[src/stpio_pkg.sv]
// Constants for the status pin and pin configuration block
`default_nettype none
package stpio_pkg;
  // ==========================================================
  // Register map (byte addresses)
  localparam logic [7:0] STPIO_OFS_MISC   = 8'h00;
  localparam logic [7:0] STPIO_OFS_STCFG  = 8'h04;
  localparam logic [7:0] STPIO_OFS_PINSTS = 8'h08;
  localparam logic [7:0] STPIO_OFS_IRQSTS = 8'h0c;
  localparam logic [7:0] STPIO_OFS_IRQMSK = 8'h10;
  // ==========================================================
  // Reset values
  localparam logic [7:0]  STPIO_MISC_RST  = 8'h2f;
  localparam logic [15:0] STPIO_STCFG_RST = 16'h0200;
  localparam logic [4:0]  STPIO_IRQ_RST   = 5'h00;
  // ==========================================================
  // Field positions of pin_misc_config
  localparam int STPIO_STARTUP_LSB = 6;
  localparam int STPIO_PPSTR_LSB   = 4;
  localparam int STPIO_ODSTR_LSB   = 2;
  localparam int STPIO_DATAPU_BIT  = 1;
  localparam int STPIO_CLKPU_BIT   = 0;
  // ==========================================================
  // Field positions of status_pin_config
  localparam int STPIO_OD_BIT  = 12;
  localparam int STPIO_HIZ_BIT = 11;
  localparam int STPIO_PD_BIT  = 10;
  localparam int STPIO_PU_BIT  = 9;
  localparam int STPIO_POL_BIT = 8;
  localparam int STPIO_SEL_LSB = 0;
  localparam logic [15:0] STPIO_STCFG_MASK = 16'h1f1f;
  // ==========================================================
  // Start-up gating modes
  localparam logic [1:0] STPIO_STARTUP_GATED = 2'h0;
  localparam logic [1:0] STPIO_STARTUP_FREE  = 2'h2;
  // ==========================================================
  // Status source select codes
  localparam logic [4:0] STPIO_SEL_PLL_LOCK  = 5'h00;
  localparam logic [4:0] STPIO_SEL_REF0_LOS  = 5'h02;
  localparam logic [4:0] STPIO_SEL_XTAL_LOS  = 5'h04;
  localparam logic [4:0] STPIO_SEL_REF0_ACT  = 5'h05;
  localparam logic [4:0] STPIO_SEL_REF0_INV  = 5'h07;
  localparam logic [4:0] STPIO_SEL_DEV_INT   = 5'h09;
  localparam logic [4:0] STPIO_SEL_DEV_READY = 5'h0a;
  localparam logic [4:0] STPIO_SEL_LOW       = 5'h1d;
  localparam logic [4:0] STPIO_SEL_HIGH      = 5'h1e;
  localparam logic [4:0] STPIO_SEL_NOPOL     = 5'h1f;
  localparam logic [4:0] STPIO_SEL_RB_MAX    = 5'h04;
  // ==========================================================
  // Interrupt status bits
  localparam int STPIO_IRQ_LOCK_UP   = 0;
  localparam int STPIO_IRQ_LOCK_DOWN = 1;
  localparam int STPIO_IRQ_REF0_LOS  = 2;
  localparam int STPIO_IRQ_XTAL_LOS  = 3;
  localparam int STPIO_IRQ_READY     = 4;
  localparam int STPIO_IRQ_W         = 5;
endpackage
`default_nettype wire

[src/stpio_pin_if.sv]
// Signals between the register block and the status pin driver
`default_nettype none
interface stpio_pin_if;
  logic [4:0] sel;
  logic       pol;
  logic       od_en;
  logic       hiz;
  logic       pd_en;
  logic       pu_en;
  logic [1:0] pp_str;
  logic [1:0] od_str;
  logic [6:0] src;
  logic       pin_o;
  logic       pin_oe;
  logic       pin_pu;
  logic       pin_pd;
  logic [1:0] pin_str;
  logic       readback;
  modport ctrl (
    output sel, pol, od_en, hiz, pd_en, pu_en, pp_str, od_str, src,
    input  pin_o, pin_oe, pin_pu, pin_pd, pin_str, readback
  );
  modport pin (
    input  sel, pol, od_en, hiz, pd_en, pu_en, pp_str, od_str, src,
    output pin_o, pin_oe, pin_pu, pin_pd, pin_str, readback
  );
endinterface
`default_nettype wire

[src/stpio_pin_drv.sv]
// Status pin source select, polarity and drive mode
`default_nettype none
module stpio_pin_drv
  import stpio_pkg::*;
(
  input  wire logic SYS_CLK,
  input  wire logic SYS_RST,
  stpio_pin_if.pin  pif
);
  logic sig;
  logic val;
  logic nxt_o;
  logic nxt_oe;
  logic pin_o_ff;
  logic pin_oe_ff;
  logic pin_pu_ff;
  logic pin_pd_ff;
  logic [1:0] pin_str_ff;
  logic readback_ff;

  // ==========================================================
  // Source select
  always_comb begin
    unique case (pif.sel)
      STPIO_SEL_PLL_LOCK:  sig = pif.src[0];
      STPIO_SEL_REF0_LOS:  sig = pif.src[1];
      STPIO_SEL_XTAL_LOS:  sig = pif.src[2];
      STPIO_SEL_REF0_ACT:  sig = pif.src[3];
      STPIO_SEL_REF0_INV:  sig = pif.src[4];
      STPIO_SEL_DEV_INT:   sig = pif.src[5];
      STPIO_SEL_DEV_READY: sig = pif.src[6];
      STPIO_SEL_HIGH:      sig = 1'b1;
      default:             sig = 1'b0;
    endcase
  end

  // ==========================================================
  // Polarity and drive mode
  always_comb begin
    val = (pif.sel == STPIO_SEL_NOPOL) ? sig : (sig ^ pif.pol);
    if (pif.hiz) begin
      nxt_o  = 1'b0;
      nxt_oe = 1'b0;
    end else if (pif.od_en) begin
      nxt_o  = 1'b0;
      nxt_oe = ~val;
    end else begin
      nxt_o  = val;
      nxt_oe = 1'b1;
    end
  end

  always_ff @(posedge SYS_CLK or posedge SYS_RST) begin
    if (SYS_RST) begin
      pin_o_ff    <= 1'b0;
      pin_oe_ff   <= 1'b0;
      pin_pu_ff   <= 1'b1;
      pin_pd_ff   <= 1'b0;
      pin_str_ff  <= 2'h0;
      readback_ff <= 1'b0;
    end else begin
      pin_o_ff    <= nxt_o;
      pin_oe_ff   <= nxt_oe;
      pin_pu_ff   <= pif.pu_en;
      pin_pd_ff   <= pif.pd_en;
      pin_str_ff  <= pif.od_en ? pif.od_str : pif.pp_str;
      readback_ff <= (pif.sel <= STPIO_SEL_RB_MAX) ? val : 1'b0;
    end
  end

  assign pif.pin_o    = pin_o_ff;
  assign pif.pin_oe   = pin_oe_ff;
  assign pif.pin_pu   = pin_pu_ff;
  assign pif.pin_pd   = pin_pd_ff;
  assign pif.pin_str  = pin_str_ff;
  assign pif.readback = readback_ff;

  // ==========================================================
  // Checks
  property p_hiz_floats;
    @(posedge SYS_CLK) disable iff (SYS_RST)
      pif.hiz |=> !pin_oe_ff;
  endproperty
  a_hiz_floats: assert property (p_hiz_floats) else $error("tristate not floating");

  property p_od_drive;
    @(posedge SYS_CLK) disable iff (SYS_RST)
      (pif.od_en && !pif.hiz) |=> (!pin_o_ff && (pin_oe_ff == !$past(val)));
  endproperty
  a_od_drive: assert property (p_od_drive) else $error("open drain drive wrong");

  property p_const_low;
    @(posedge SYS_CLK) disable iff (SYS_RST)
      (pif.sel == STPIO_SEL_LOW && !pif.pol && !pif.hiz && !pif.od_en) |=>
        (pin_oe_ff && !pin_o_ff);
  endproperty
  a_const_low: assert property (p_const_low) else $error("constant low wrong");

  property p_nopol;
    @(posedge SYS_CLK) disable iff (SYS_RST)
      (pif.sel == STPIO_SEL_NOPOL && !pif.hiz && !pif.od_en) |=> !pin_o_ff;
  endproperty
  a_nopol: assert property (p_nopol) else $error("polarity not ignored");

  property p_rb_zero;
    @(posedge SYS_CLK) disable iff (SYS_RST)
      (pif.sel > STPIO_SEL_RB_MAX) |=> !readback_ff;
  endproperty
  a_rb_zero: assert property (p_rb_zero) else $error("readback not zero");

  property p_lock_pol;
    @(posedge SYS_CLK) disable iff (SYS_RST)
      (pif.sel == STPIO_SEL_PLL_LOCK && !pif.hiz && !pif.od_en) |=>
        (pin_o_ff == ($past(pif.src[0]) ^ $past(pif.pol)));
  endproperty
  a_lock_pol: assert property (p_lock_pol) else $error("lock polarity wrong");
endmodule
`default_nettype wire

[src/stpio_top.sv]
// Pin configuration registers, start-up output gating and interrupts
// Notes on behaviour
// - Mode 0 keeps clock outputs off until PLL lock; mode 2 ignores lock.
// - Push-pull strength field, reset 2, sets status and data pin drive.
// - Open-drain strength field, reset 3, sets status pin pull-down strength.
// - Data pin pull-up bit, reset 1, enables its internal pull-up.
// - Clock pin pull-up bit, reset 1, enables its internal pull-up.
// - Open-drain pulls low for driven value 0, releases for 1.
// - Tristate bit, reset 0, floats the status pin.
// - Status pin pull-down bit enables pull-down; avoid with open-drain.
// - Status pin pull-up bit, reset 1; external pull-up advised for open-drain.
// - Polarity 0 drives the signal unchanged, 1 drives its inverse.
// - Polarity is ignored when the source select is 0x1F.
// - Select 0 PLL lock, 2 reference loss, 4 crystal loss.
// - Select 5 reference activity, 7 reference invalid.
// - Select 9 shows the device interrupt: status AND enable, reduced.
// - Select 0xA shows device ready after start-up completes.
// - Select 0x1D constant low, 0x1E constant high; others reserved.
// - Readback bit shows driven level for select 0 to 4, else 0.
//
// Added by the designer: the register offsets and register access over Wishbone.
`default_nettype none
module stpio_top
  import stpio_pkg::*;
(
  input  wire logic        SYS_CLK,
  input  wire logic        SYS_RST,
  input  wire logic        WB_CYC_I,
  input  wire logic        WB_STB_I,
  input  wire logic        WB_WE_I,
  input  wire logic [7:0]  WB_ADR_I,
  input  wire logic [3:0]  WB_SEL_I,
  input  wire logic [31:0] WB_DAT_I,
  output logic [31:0]      WB_DAT_O,
  output logic             WB_ACK_O,
  input  wire logic        PLL_LOCK,
  input  wire logic        REF0_SIGNAL_LOSS,
  input  wire logic        CRYSTAL_SIGNAL_LOSS,
  input  wire logic        REF0_ACTIVITY,
  input  wire logic        REF0_INVALID,
  input  wire logic        STARTUP_DONE,
  output logic             CLK_OUT_EN,
  output logic             STATUS_PIN_O,
  output logic             STATUS_PIN_OE,
  output logic             STATUS_PIN_PULLUP_EN,
  output logic             STATUS_PIN_PULLDOWN_EN,
  output logic [1:0]       STATUS_PIN_STRENGTH,
  output logic [1:0]       DATA_PIN_STRENGTH,
  output logic             DATA_PIN_PULLUP_EN,
  output logic             CLOCK_PIN_PULLUP_EN,
  output logic             IRQ
);
  stpio_pin_if pif ();

  logic        ack_ff;
  logic [31:0] rdat_ff;
  logic [7:0]  misc_ff;
  logic [15:0] stcfg_ff;
  logic [4:0]  irq_sts_ff;
  logic [4:0]  irq_msk_ff;
  logic        irq_ff;
  logic        lock_seen_ff;
  logic        clk_out_en_ff;
  logic        lock_prev_ff;
  logic        ref0_los_prev_ff;
  logic        xtal_los_prev_ff;
  logic        ready_prev_ff;
  logic        bus_req;
  logic        wr_go;
  logic [31:0] nxt_rdat;
  logic [4:0]  irq_ev;
  logic [4:0]  irq_clr;
  logic        nxt_clk_out_en;

  // ==========================================================
  // Bus slave: one wait state, write lands on the ack edge
  assign bus_req = WB_CYC_I && WB_STB_I;
  assign wr_go   = bus_req && WB_WE_I && ack_ff;

  always_ff @(posedge SYS_CLK or posedge SYS_RST) begin
    if (SYS_RST) begin
      ack_ff <= 1'b0;
    end else begin
      ack_ff <= bus_req && !ack_ff;
    end
  end

  always_comb begin
    nxt_rdat = 32'h0000_0000;
    unique case (WB_ADR_I)
      STPIO_OFS_MISC:   nxt_rdat = {24'h00_0000, misc_ff};
      STPIO_OFS_STCFG:  nxt_rdat = {16'h0000, stcfg_ff};
      STPIO_OFS_PINSTS: nxt_rdat = {29'h0, lock_seen_ff, pif.readback,
                                    clk_out_en_ff};
      STPIO_OFS_IRQSTS: nxt_rdat = {27'h0, irq_sts_ff};
      STPIO_OFS_IRQMSK: nxt_rdat = {27'h0, irq_msk_ff};
      default:          nxt_rdat = 32'h0000_0000;
    endcase
  end

  always_ff @(posedge SYS_CLK or posedge SYS_RST) begin
    if (SYS_RST) begin
      rdat_ff <= 32'h0000_0000;
    end else if (bus_req && !ack_ff && !WB_WE_I) begin
      rdat_ff <= nxt_rdat;
    end else begin
      rdat_ff <= 32'h0000_0000;
    end
  end

  assign WB_ACK_O = ack_ff;
  assign WB_DAT_O = rdat_ff;

  // ==========================================================
  // Configuration registers
  always_ff @(posedge SYS_CLK or posedge SYS_RST) begin
    if (SYS_RST) begin
      misc_ff <= STPIO_MISC_RST;
    end else if (wr_go && WB_ADR_I == STPIO_OFS_MISC && WB_SEL_I[0]) begin
      misc_ff <= WB_DAT_I[7:0];
    end
  end

  always_ff @(posedge SYS_CLK or posedge SYS_RST) begin
    if (SYS_RST) begin
      stcfg_ff <= STPIO_STCFG_RST;
    end else if (wr_go && WB_ADR_I == STPIO_OFS_STCFG) begin
      if (WB_SEL_I[0]) begin
        stcfg_ff[7:0] <= WB_DAT_I[7:0] & STPIO_STCFG_MASK[7:0];
      end
      if (WB_SEL_I[1]) begin
        stcfg_ff[15:8] <= WB_DAT_I[15:8] & STPIO_STCFG_MASK[15:8];
      end
    end
  end

  assign DATA_PIN_PULLUP_EN  = misc_ff[STPIO_DATAPU_BIT];
  assign CLOCK_PIN_PULLUP_EN = misc_ff[STPIO_CLKPU_BIT];
  assign DATA_PIN_STRENGTH   = misc_ff[STPIO_PPSTR_LSB +: 2];

  // ==========================================================
  // Start-up gating of the clock output drivers
  always_ff @(posedge SYS_CLK or posedge SYS_RST) begin
    if (SYS_RST) begin
      lock_seen_ff <= 1'b0;
    end else if (PLL_LOCK) begin
      lock_seen_ff <= 1'b1;
    end
  end

  always_comb begin
    nxt_clk_out_en = lock_seen_ff || PLL_LOCK;
    if (misc_ff[STPIO_STARTUP_LSB +: 2] == STPIO_STARTUP_FREE) begin
      nxt_clk_out_en = 1'b1;
    end
  end

  always_ff @(posedge SYS_CLK or posedge SYS_RST) begin
    if (SYS_RST) begin
      clk_out_en_ff <= 1'b0;
    end else begin
      clk_out_en_ff <= nxt_clk_out_en;
    end
  end

  assign CLK_OUT_EN = clk_out_en_ff;

  // ==========================================================
  // Interrupts: edge events, write one to clear, set wins
  always_ff @(posedge SYS_CLK or posedge SYS_RST) begin
    if (SYS_RST) begin
      lock_prev_ff     <= 1'b0;
      ref0_los_prev_ff <= 1'b0;
      xtal_los_prev_ff <= 1'b0;
      ready_prev_ff    <= 1'b0;
    end else begin
      lock_prev_ff     <= PLL_LOCK;
      ref0_los_prev_ff <= REF0_SIGNAL_LOSS;
      xtal_los_prev_ff <= CRYSTAL_SIGNAL_LOSS;
      ready_prev_ff    <= STARTUP_DONE;
    end
  end

  always_comb begin
    irq_ev = 5'h00;
    irq_ev[STPIO_IRQ_LOCK_UP]   = PLL_LOCK && !lock_prev_ff;
    irq_ev[STPIO_IRQ_LOCK_DOWN] = !PLL_LOCK && lock_prev_ff;
    irq_ev[STPIO_IRQ_REF0_LOS]  = REF0_SIGNAL_LOSS && !ref0_los_prev_ff;
    irq_ev[STPIO_IRQ_XTAL_LOS]  = CRYSTAL_SIGNAL_LOSS && !xtal_los_prev_ff;
    irq_ev[STPIO_IRQ_READY]     = STARTUP_DONE && !ready_prev_ff;
  end

  assign irq_clr = (wr_go && WB_ADR_I == STPIO_OFS_IRQSTS && WB_SEL_I[0]) ?
                   WB_DAT_I[4:0] : 5'h00;

  always_ff @(posedge SYS_CLK or posedge SYS_RST) begin
    if (SYS_RST) begin
      irq_sts_ff <= STPIO_IRQ_RST;
    end else begin
      irq_sts_ff <= (irq_sts_ff & ~irq_clr) | irq_ev;
    end
  end

  always_ff @(posedge SYS_CLK or posedge SYS_RST) begin
    if (SYS_RST) begin
      irq_msk_ff <= STPIO_IRQ_RST;
    end else if (wr_go && WB_ADR_I == STPIO_OFS_IRQMSK && WB_SEL_I[0]) begin
      irq_msk_ff <= WB_DAT_I[4:0];
    end
  end

  always_ff @(posedge SYS_CLK or posedge SYS_RST) begin
    if (SYS_RST) begin
      irq_ff <= 1'b0;
    end else begin
      irq_ff <= |(irq_sts_ff & irq_msk_ff);
    end
  end

  assign IRQ = irq_ff;

  // ==========================================================
  // Status pin driver
  assign pif.sel    = stcfg_ff[STPIO_SEL_LSB +: 5];
  assign pif.pol    = stcfg_ff[STPIO_POL_BIT];
  assign pif.od_en  = stcfg_ff[STPIO_OD_BIT];
  assign pif.hiz    = stcfg_ff[STPIO_HIZ_BIT];
  assign pif.pd_en  = stcfg_ff[STPIO_PD_BIT];
  assign pif.pu_en  = stcfg_ff[STPIO_PU_BIT];
  assign pif.pp_str = misc_ff[STPIO_PPSTR_LSB +: 2];
  assign pif.od_str = misc_ff[STPIO_ODSTR_LSB +: 2];
  assign pif.src    = {STARTUP_DONE, irq_ff, REF0_INVALID, REF0_ACTIVITY,
                       CRYSTAL_SIGNAL_LOSS, REF0_SIGNAL_LOSS, PLL_LOCK};

  stpio_pin_drv u_pin (
    .SYS_CLK (SYS_CLK),
    .SYS_RST (SYS_RST),
    .pif     (pif.pin)
  );

  assign STATUS_PIN_O           = pif.pin_o;
  assign STATUS_PIN_OE          = pif.pin_oe;
  assign STATUS_PIN_PULLUP_EN   = pif.pin_pu;
  assign STATUS_PIN_PULLDOWN_EN = pif.pin_pd;
  assign STATUS_PIN_STRENGTH    = pif.pin_str;

  // ==========================================================
  // Checks
  property p_ack_pulse;
    @(posedge SYS_CLK) disable iff (SYS_RST)
      WB_ACK_O |=> !WB_ACK_O;
  endproperty
  a_ack_pulse: assert property (p_ack_pulse) else $error("ack longer than one cycle");

  property p_gated;
    @(posedge SYS_CLK) disable iff (SYS_RST)
      (misc_ff[7:6] == STPIO_STARTUP_GATED && !lock_seen_ff && !PLL_LOCK) |=> !CLK_OUT_EN;
  endproperty
  a_gated: assert property (p_gated) else $error("outputs enabled before lock");

  property p_free;
    @(posedge SYS_CLK) disable iff (SYS_RST)
      (misc_ff[7:6] == STPIO_STARTUP_FREE) |=> CLK_OUT_EN;
  endproperty
  a_free: assert property (p_free) else $error("outputs gated in free mode");

  property p_data_pu;
    @(posedge SYS_CLK) disable iff (SYS_RST)
      (wr_go && WB_ADR_I == STPIO_OFS_MISC && WB_SEL_I[0]) |=>
        (DATA_PIN_PULLUP_EN == $past(WB_DAT_I[1]) &&
         CLOCK_PIN_PULLUP_EN == $past(WB_DAT_I[0]));
  endproperty
  a_data_pu: assert property (p_data_pu) else $error("pull-up enables not updated");

  property p_str;
    @(posedge SYS_CLK) disable iff (SYS_RST)
      (!SYS_RST && !pif.od_en) |=> (STATUS_PIN_STRENGTH == $past(misc_ff[5:4]));
  endproperty
  a_str: assert property (p_str) else $error("push-pull strength wrong");

  property p_od_str;
    @(posedge SYS_CLK) disable iff (SYS_RST)
      (!SYS_RST && pif.od_en) |=> (STATUS_PIN_STRENGTH == $past(misc_ff[3:2]));
  endproperty
  a_od_str: assert property (p_od_str) else $error("open-drain strength wrong");

  property p_set_wins;
    @(posedge SYS_CLK) disable iff (SYS_RST)
      (irq_ev[STPIO_IRQ_LOCK_UP] && irq_clr[STPIO_IRQ_LOCK_UP]) |=>
        irq_sts_ff[STPIO_IRQ_LOCK_UP];
  endproperty
  a_set_wins: assert property (p_set_wins) else $error("event lost on clear");

  property p_irq_out;
    @(posedge SYS_CLK) disable iff (SYS_RST)
      (|(irq_sts_ff & irq_msk_ff)) |=> IRQ;
  endproperty
  a_irq_out: assert property (p_irq_out) else $error("interrupt not raised");

  property p_hiz_pin;
    @(posedge SYS_CLK) disable iff (SYS_RST)
      pif.hiz |=> !STATUS_PIN_OE;
  endproperty
  a_hiz_pin: assert property (p_hiz_pin) else $error("status pin driven in tristate");

  property p_ack_answer;
    @(posedge SYS_CLK) disable iff (SYS_RST)
      (bus_req && !ack_ff) |=> WB_ACK_O;
  endproperty
  a_ack_answer: assert property (p_ack_answer) else $error("request not answered");

  property p_rd_idle;
    @(posedge SYS_CLK) disable iff (SYS_RST)
      !WB_ACK_O |-> (WB_DAT_O == 32'h0000_0000);
  endproperty
  a_rd_idle: assert property (p_rd_idle) else $error("read data outside ack");

  property p_clear_bit;
    @(posedge SYS_CLK) disable iff (SYS_RST)
      (irq_clr[STPIO_IRQ_LOCK_UP] && !irq_ev[STPIO_IRQ_LOCK_UP]) |=>
        !irq_sts_ff[STPIO_IRQ_LOCK_UP];
  endproperty
  a_clear_bit: assert property (p_clear_bit) else $error("status bit not cleared");

  property p_lock_sticky;
    @(posedge SYS_CLK) disable iff (SYS_RST)
      lock_seen_ff |=> lock_seen_ff;
  endproperty
  a_lock_sticky: assert property (p_lock_sticky) else $error("lock record lost");

  property p_lock_opens;
    @(posedge SYS_CLK) disable iff (SYS_RST)
      PLL_LOCK |=> CLK_OUT_EN;
  endproperty
  a_lock_opens: assert property (p_lock_opens) else $error("outputs gated after lock");

  property p_irq_low;
    @(posedge SYS_CLK) disable iff (SYS_RST)
      !(|(irq_sts_ff & irq_msk_ff)) |=> !IRQ;
  endproperty
  a_irq_low: assert property (p_irq_low) else $error("interrupt raised without cause");

  property p_pd_follow;
    @(posedge SYS_CLK) disable iff (SYS_RST)
      !SYS_RST |=> (STATUS_PIN_PULLDOWN_EN == $past(pif.pd_en));
  endproperty
  a_pd_follow: assert property (p_pd_follow) else $error("pull-down enable wrong");

  property p_pu_follow;
    @(posedge SYS_CLK) disable iff (SYS_RST)
      !SYS_RST |=> (STATUS_PIN_PULLUP_EN == $past(pif.pu_en));
  endproperty
  a_pu_follow: assert property (p_pu_follow) else $error("pull-up enable wrong");
endmodule
`default_nettype wire
[config.mk]
export PLATFORM = sky130hd
export DESIGN_NAME = stpio_top
export DESIGN_NICKNAME = d
export VERILOG_FILES = /design/src/stpio_pkg.sv /design/src/stpio_pin_if.sv /design/src/stpio_pin_drv.sv /design/src/stpio_top.sv
export SDC_FILE = /design/constraint.sdc
export NUM_CORES = 1
export LEC_CHECK = 0
export ABC_AREA = 1
export ABC_CLOCK_PERIOD_IN_PS = 2000
export BUFFER_PORTS_ARGS = -buffer_cell sky130_fd_sc_hd__clkbuf_2
export CORE_ASPECT_RATIO = 1.4
export CORE_MARGIN = 2
export CORE_UTILIZATION = 48
export CTS_CLUSTER_SIZE = 28
export DETAILED_ROUTE_END_ITERATION = 12
export PLACE_DENSITY = 0.78
export SYNTH_ARGS = -nofsm -noshare
export SYNTH_HDL_FRONTEND = slang
export SYNTH_SLANG_ARGS = --single-unit
[constraint.sdc]
create_clock -name SYS_CLK -period 2 [get_ports SYS_CLK]
set_input_delay 0.4 -clock SYS_CLK [delete_from_list [all_inputs] [get_ports SYS_CLK]]
set_output_delay 0.4 -clock SYS_CLK [all_outputs]
set_load 0.005 [all_outputs]
=== Yosys cells after proc, flatten, opt, wreduce, memory -nomap -nowiden ===
Index checks and enable logic that the tools add are counted.

* Register bits: 75
* Word-level logic and storage cells: 82

* Magnitude comparators: 1
* Equality and inequality tests: 13
* Muxes and demuxes: 12
* Bitwise logic cells: 6
* Reduce and logical (&&, ||, !) cells: 30

{| class="wikitable"
|+ Operators by type and width
! kind !! number
|-
| $pmux W13 S5 || 1
|-
| $mux W32 || 1
|-
| $logic_and A1 B1 Y1 || 17
|-
| $eq A8 B4 Y1 const B || 2
|-
| $eq A5 B3 Y1 const B || 3
|-
| $and A5 B5 Y5 || 2
|-
| $eq A5 B4 Y1 const B || 2
|-
| $eq A5 B5 Y1 const B || 2
|-
| $eq A8 B3 Y1 const B || 1
|-
| $eq A8 B5 Y1 const B || 1
|-
| $logic_not A8 Y1 || 1
|-
| $pmux W1 S8 || 1
|-
| $logic_not A1 Y1 || 7
|-
| $mux W1 || 7
|-
| $eq A5 B2 Y1 const B || 1
|-
| $le A5 B3 Y1 const B || 1
|-
| $logic_not A5 Y1 || 1
|-
| $mux W5 || 1
|-
| $not A5 Y5 || 1
|-
| $or A5 B5 Y5 || 1
|-
| $reduce_or A5 Y1 || 1
|-
| $reduce_and A2 Y1 || 2
|-
| $eq A2 B2 Y1 const B || 1
|-
| $mux W2 || 1
|-
| other kinds (3) || 3
|}

=== Longest topological paths before layout ===
* Depth after elaboration: 9
* Gate-level depth with buffers: 10
* Mapped depth without buffers: 10

=== Cells and area by module ===
Synthesis repeated with hierarchy kept, for this count alone.

* Cell total of the unflattened synthesis: 323
* Area total of the unflattened synthesis: 2780.2 um^2

{| class="wikitable"
|+ Modules (own cells, without submodules)
! module !! times used !! cells an instance !! area each (um^2) !! seq. area each (um^2)
|-
| stpio_top || 1 || 255 || 2331.0 || 1233.7
|-
| stpio_pin_drv || 1 || 68 || 449.2 || 176.4
|}

=== Worst setup path before layout ===
OpenSTA, ideal clock, no wires.

* Path type: input -> register
* Start: input WB_ADR_I[5]
* End: register stcfg_ff[11]
* Data arrival time: 1.177 ns
* Required time: 1.877 ns
* Slack: 0.700 ns
* Stages on the path: 8
* Buffers on the path: 0
* Cells stage by stage: inv_1 > nand3_4 > nor2_4 > nand2_2 > nor2_4 > nand2_4 > nor2_1 > a21oi_1

* Cells in the longest elaborated chain, start to end: 3

{| class="wikitable"
|+ Ends and longest elaborated chain
! element !! RTL line !! text
|-
| start, declared || stpio_top.sv:31 || <nowiki>input wire logic [7:0] WB_ADR_I,</nowiki>
|-
| $eq A8 B3 Y1 || stpio_top.sv:127 || <nowiki>end else if (wr_go && WB_ADR_I == STPIO_OFS_STCFG) begin</nowiki>
|-
| $logic_and A1 B1 Y1 || stpio_top.sv:127 ||
|-
| $reduce_and A2 Y1 (no source line) || n/a ||
|-
| end signal, assigned || stpio_top.sv:132 || <nowiki>stcfg_ff[15:8] <= WB_DAT_I[15:8] & STPIO_STCFG_MASK[15:8];</nowiki>
|-
| end, declared || stpio_top.sv:58 || <nowiki>logic [15:0] stcfg_ff;</nowiki>
|}

No other way between the ends.
A chain may end at the register's enable or synchronous reset.

=== Final worst setup path ===
* Start: register ack_ff (netlist: WB_ACK_O)
* End: register irq_sts_ff[4]

* Cells in the longest elaborated chain, start to end: 7

{| class="wikitable"
|+ Ends and longest elaborated chain
! element !! RTL line !! text
|-
| start, declared || stpio_top.sv:55 || <nowiki>logic ack_ff;</nowiki>
|-
| start signal, assigned || stpio_top.sv:84 || <nowiki>ack_ff <= bus_req && !ack_ff;</nowiki>
|-
| $logic_and A1 B1 Y1 || stpio_top.sv:78 || <nowiki>assign wr_go = bus_req && WB_WE_I && ack_ff;</nowiki>
|-
| $logic_and A1 B1 Y1 (2 in a row) || stpio_top.sv:193 || <nowiki>assign irq_clr = (wr_go && WB_ADR_I == STPIO_OFS_IRQSTS && WB_SEL_I[0]) ?</nowiki>
|-
| $mux W5 || stpio_top.sv:193 ||
|-
| $not A5 Y5 || stpio_top.sv:200 || <nowiki>irq_sts_ff <= (irq_sts_ff & ~irq_clr) | irq_ev;</nowiki>
|-
| $and A5 B5 Y5 || stpio_top.sv:200 ||
|-
| $or A5 B5 Y5 || stpio_top.sv:200 ||
|-
| end signal, assigned || stpio_top.sv:200 ||
|-
| end, declared || stpio_top.sv:59 || <nowiki>logic [4:0] irq_sts_ff;</nowiki>
|}

No other way between the ends.

==> metrics.csv <==
metric;value;unit
RSZ-0062 raised after global routing;false;
main flop type after synthesis;dfrtp_1;
post-synthesis register bit count;56;
clock buffer depth;2;
crit path from;WB_ACK_O;
Startpoint Class;flop;
first-pass GRT wire length;8850;µm
Worst R2R Start;WB_ACK_O;
Starting Density;0.493;
Tmin final;1.42;ns
grt ovf;0;
# rows;32;
depth of the CTS H-tree;2;
area grow syn2layout;14.4;%
main area contributors after synthesis;dfrtp_1, nand2_1, dfstp_2, buf_4, nand3_1;
global route hottest layer;met2;
CP endpoint kind;flop;
total CTS buffers;5;
Layout Cells excl Fill;432;
Post-CTS Setup Bufs;0;
Worst IR Drop VDD;0.000391;V
RD Place Congestion;0.827;
drt wl/cell;12.3;µm
final setup vio count;0;
maximum clock frequency;705;MHz
routing usage on met2;0.317;
total leakage power;0.00163;µW
io pins;100;
Fin Setup TNS;0;ns
clock sinks;56;
die area;6210;µm²
Skew-Pair Late Insertion Delay;0.31;ns
ANT nets after route;0;
final count of hold timing violations;0;
RR Endpoint;irq_sts_ff[4];
Reg clk slew, reported paths;0.09;ns
Overall Global Routing Usage;0.189;
HP Class;in2async;
Netlist Area Pre-Place;2680;µm²
worst reg2reg setup slack;0.58;ns
Via Count;2105;
syn_area_per_cell;8.95;µm²
worst setup path class;reg2reg;
sequential area share after synthesis;0.525;
Buffers on Ports;59;
top-area cell type share of the netlist area;0.457;
via-per-instance ratio;4.87;
count leader, synth;nand2_1;
Tcrit/Tclk final;0.709;
root buf cell;clkbuf_8;
Die Ht;92.5;µm
PwrDens;606;nW/µm²
post-CTS sizing;0;
CTS tree;yes;
Core Box Area;5450;µm²
Ant. Diodes;0;
M1 GR Usage;0.226;
CP arrival;1.62;ns
cells after synthesis;300;
Slew Viols, Final;0;
met3 usage in global routing;0.0437;
status;finished, final reports clean;
worst reg-to-reg path cell count;5;
Synthesis Warnings;0;
worst path required time;2.20;ns
Setup Slack @ Placement;0.440;ns
dpl cells;424;
max-cap violation count;0;
initial antenna violation count;0;
initial DRC count;127;
Final nets;418;
clk_skew;0.00881;ns
number of flops mapped to enable cells by yosys;0;
largest net degree at the start of global routing;37;
hold_buf cts;0;
ys async rst share;1.00;
DRT Pass-1 Iters;6;
HPWL after DPL;4140;µm
proportion of layout cells with a drive suffix above 1;0.305;
Max FO, Critical Path;5;
final setup margin;0.582;ns
Residual DRC;0;
chip width;67.2;µm
area leader, netlist;dfrtp_1;
most instantiated cells after synthesis;nand2_1, dfrtp_1, nor2_1;
Distinct cells, synth;33;
Routed WL;5300;µm
vias in the first global route;1969;
-- flip-flops by register name, indices dropped and copies added, names as in the netlist --
signal,flops
WB_DAT_O,13
stcfg_ff,10
misc_ff,8
irq_msk_ff,5
irq_sts_ff,5
u_pin.pif.pin_str,2
CLK_OUT_EN,1
IRQ,1
WB_ACK_O,1
lock_prev_ff,1
lock_seen_ff,1
ready_prev_ff,1
ref0_los_prev_ff,1
u_pin.pif.pin_o,1
u_pin.pif.pin_oe,1
u_pin.pif.pin_pd,1
u_pin.pif.pin_pu,1
u_pin.pif.readback,1
xtal_los_prev_ff,1
-- power by group --
part           switching (µW)  internal, µW  total, µW
clock                     345           245        590
sequential               4.61          1140       1140
combinational            85.3          41.8        127
-- critical path, cell delays in order, from the launching register on --
cell     delay [ns]
dfrtp_1        0.43
nand4_2        0.21
nor2_4         0.25
nand3_2        0.17
o21ai_1        0.17
o21ai_1        0.08
-- routing by layer --
layer,wire [µm],vias to the layer above
met5,0,-
li1,-,1050
met2,2770,62
met3,273,17
met1,2070,976
met4,186,0
-- per-stage QoR --
stage | util | cell area (µm²) | power [µW] | hold slack [ns]
6_report | 0.564 | 3070 | 1860 | 0.0690
5_1_grt | 0.564 | 3070 | 1940 | 0.0927
4_1_cts | 0.564 | 3070 | 1880 | 0.0776
3_5_place_dp | 0.548 | 2990 | 1300 | 0.370
3_3_place_gp | 0.548 | 2990 | 1290 | 0.368
2_1_floorplan | - | 2750 | 1260 | 0.361
-- kinds of logic after synthesis --
| logic type | synth area share |
|---|---|
| DFF | 0.525 |
| buffers and inverters | 0.116 |
| AOI/OAI and AO/OA | 0.0839 |
| other | 0.00140 |
| and+or+nand+nor | 0.273 |
-- worst max-delay path by stage --
stage / to / slack (ns) / cells after the start
global route: u_pin.pif.pin_o / 0.44 / 8
finish: irq_sts_ff[4] / 0.58 / 5
CTS: irq_sts_ff[4] / 0.57 / 5
global placement: stcfg_ff[12] / 0.45 / 9
detailed placement: stcfg_ff[12] / 0.44 / 9
floorplan: CLK_OUT_EN / 0.24 / 1
-- cell type report --
type / instances / area [µm²]
Inverter: 34 / 130
Fill cell: 507 / 2370
Multi-Input combinational cell: 204 / 1030
Sequential cell: 56 / 1410
Clock buffer: 6 / 72.6
Timing Repair Buffer: 62 / 330
Clock inverter: 2 / 12.5
Tap cell: 68 / 85.1
-- cell usage in the layout, fill, tap and decap left out, types with 2 or more instances in the layout --
cell	n
nand2_1	65
clkbuf_2	59
dfrtp_1	49
nor2_1	28
inv_1	25
nand3_1	21
o21ai_1	20
conb_1	19
nor3_1	10
inv_2	8
a21oi_1	7
dfstp_2	7
o21ai_2	5
clkbuf_8	5
nor2_4	4
nand2_2	3
nand2_4	3
nand4_1	3
nand3_2	2
nor3_4	2
a21oi_2	2
buf_4	2
(Power assumes the default switching activity.)
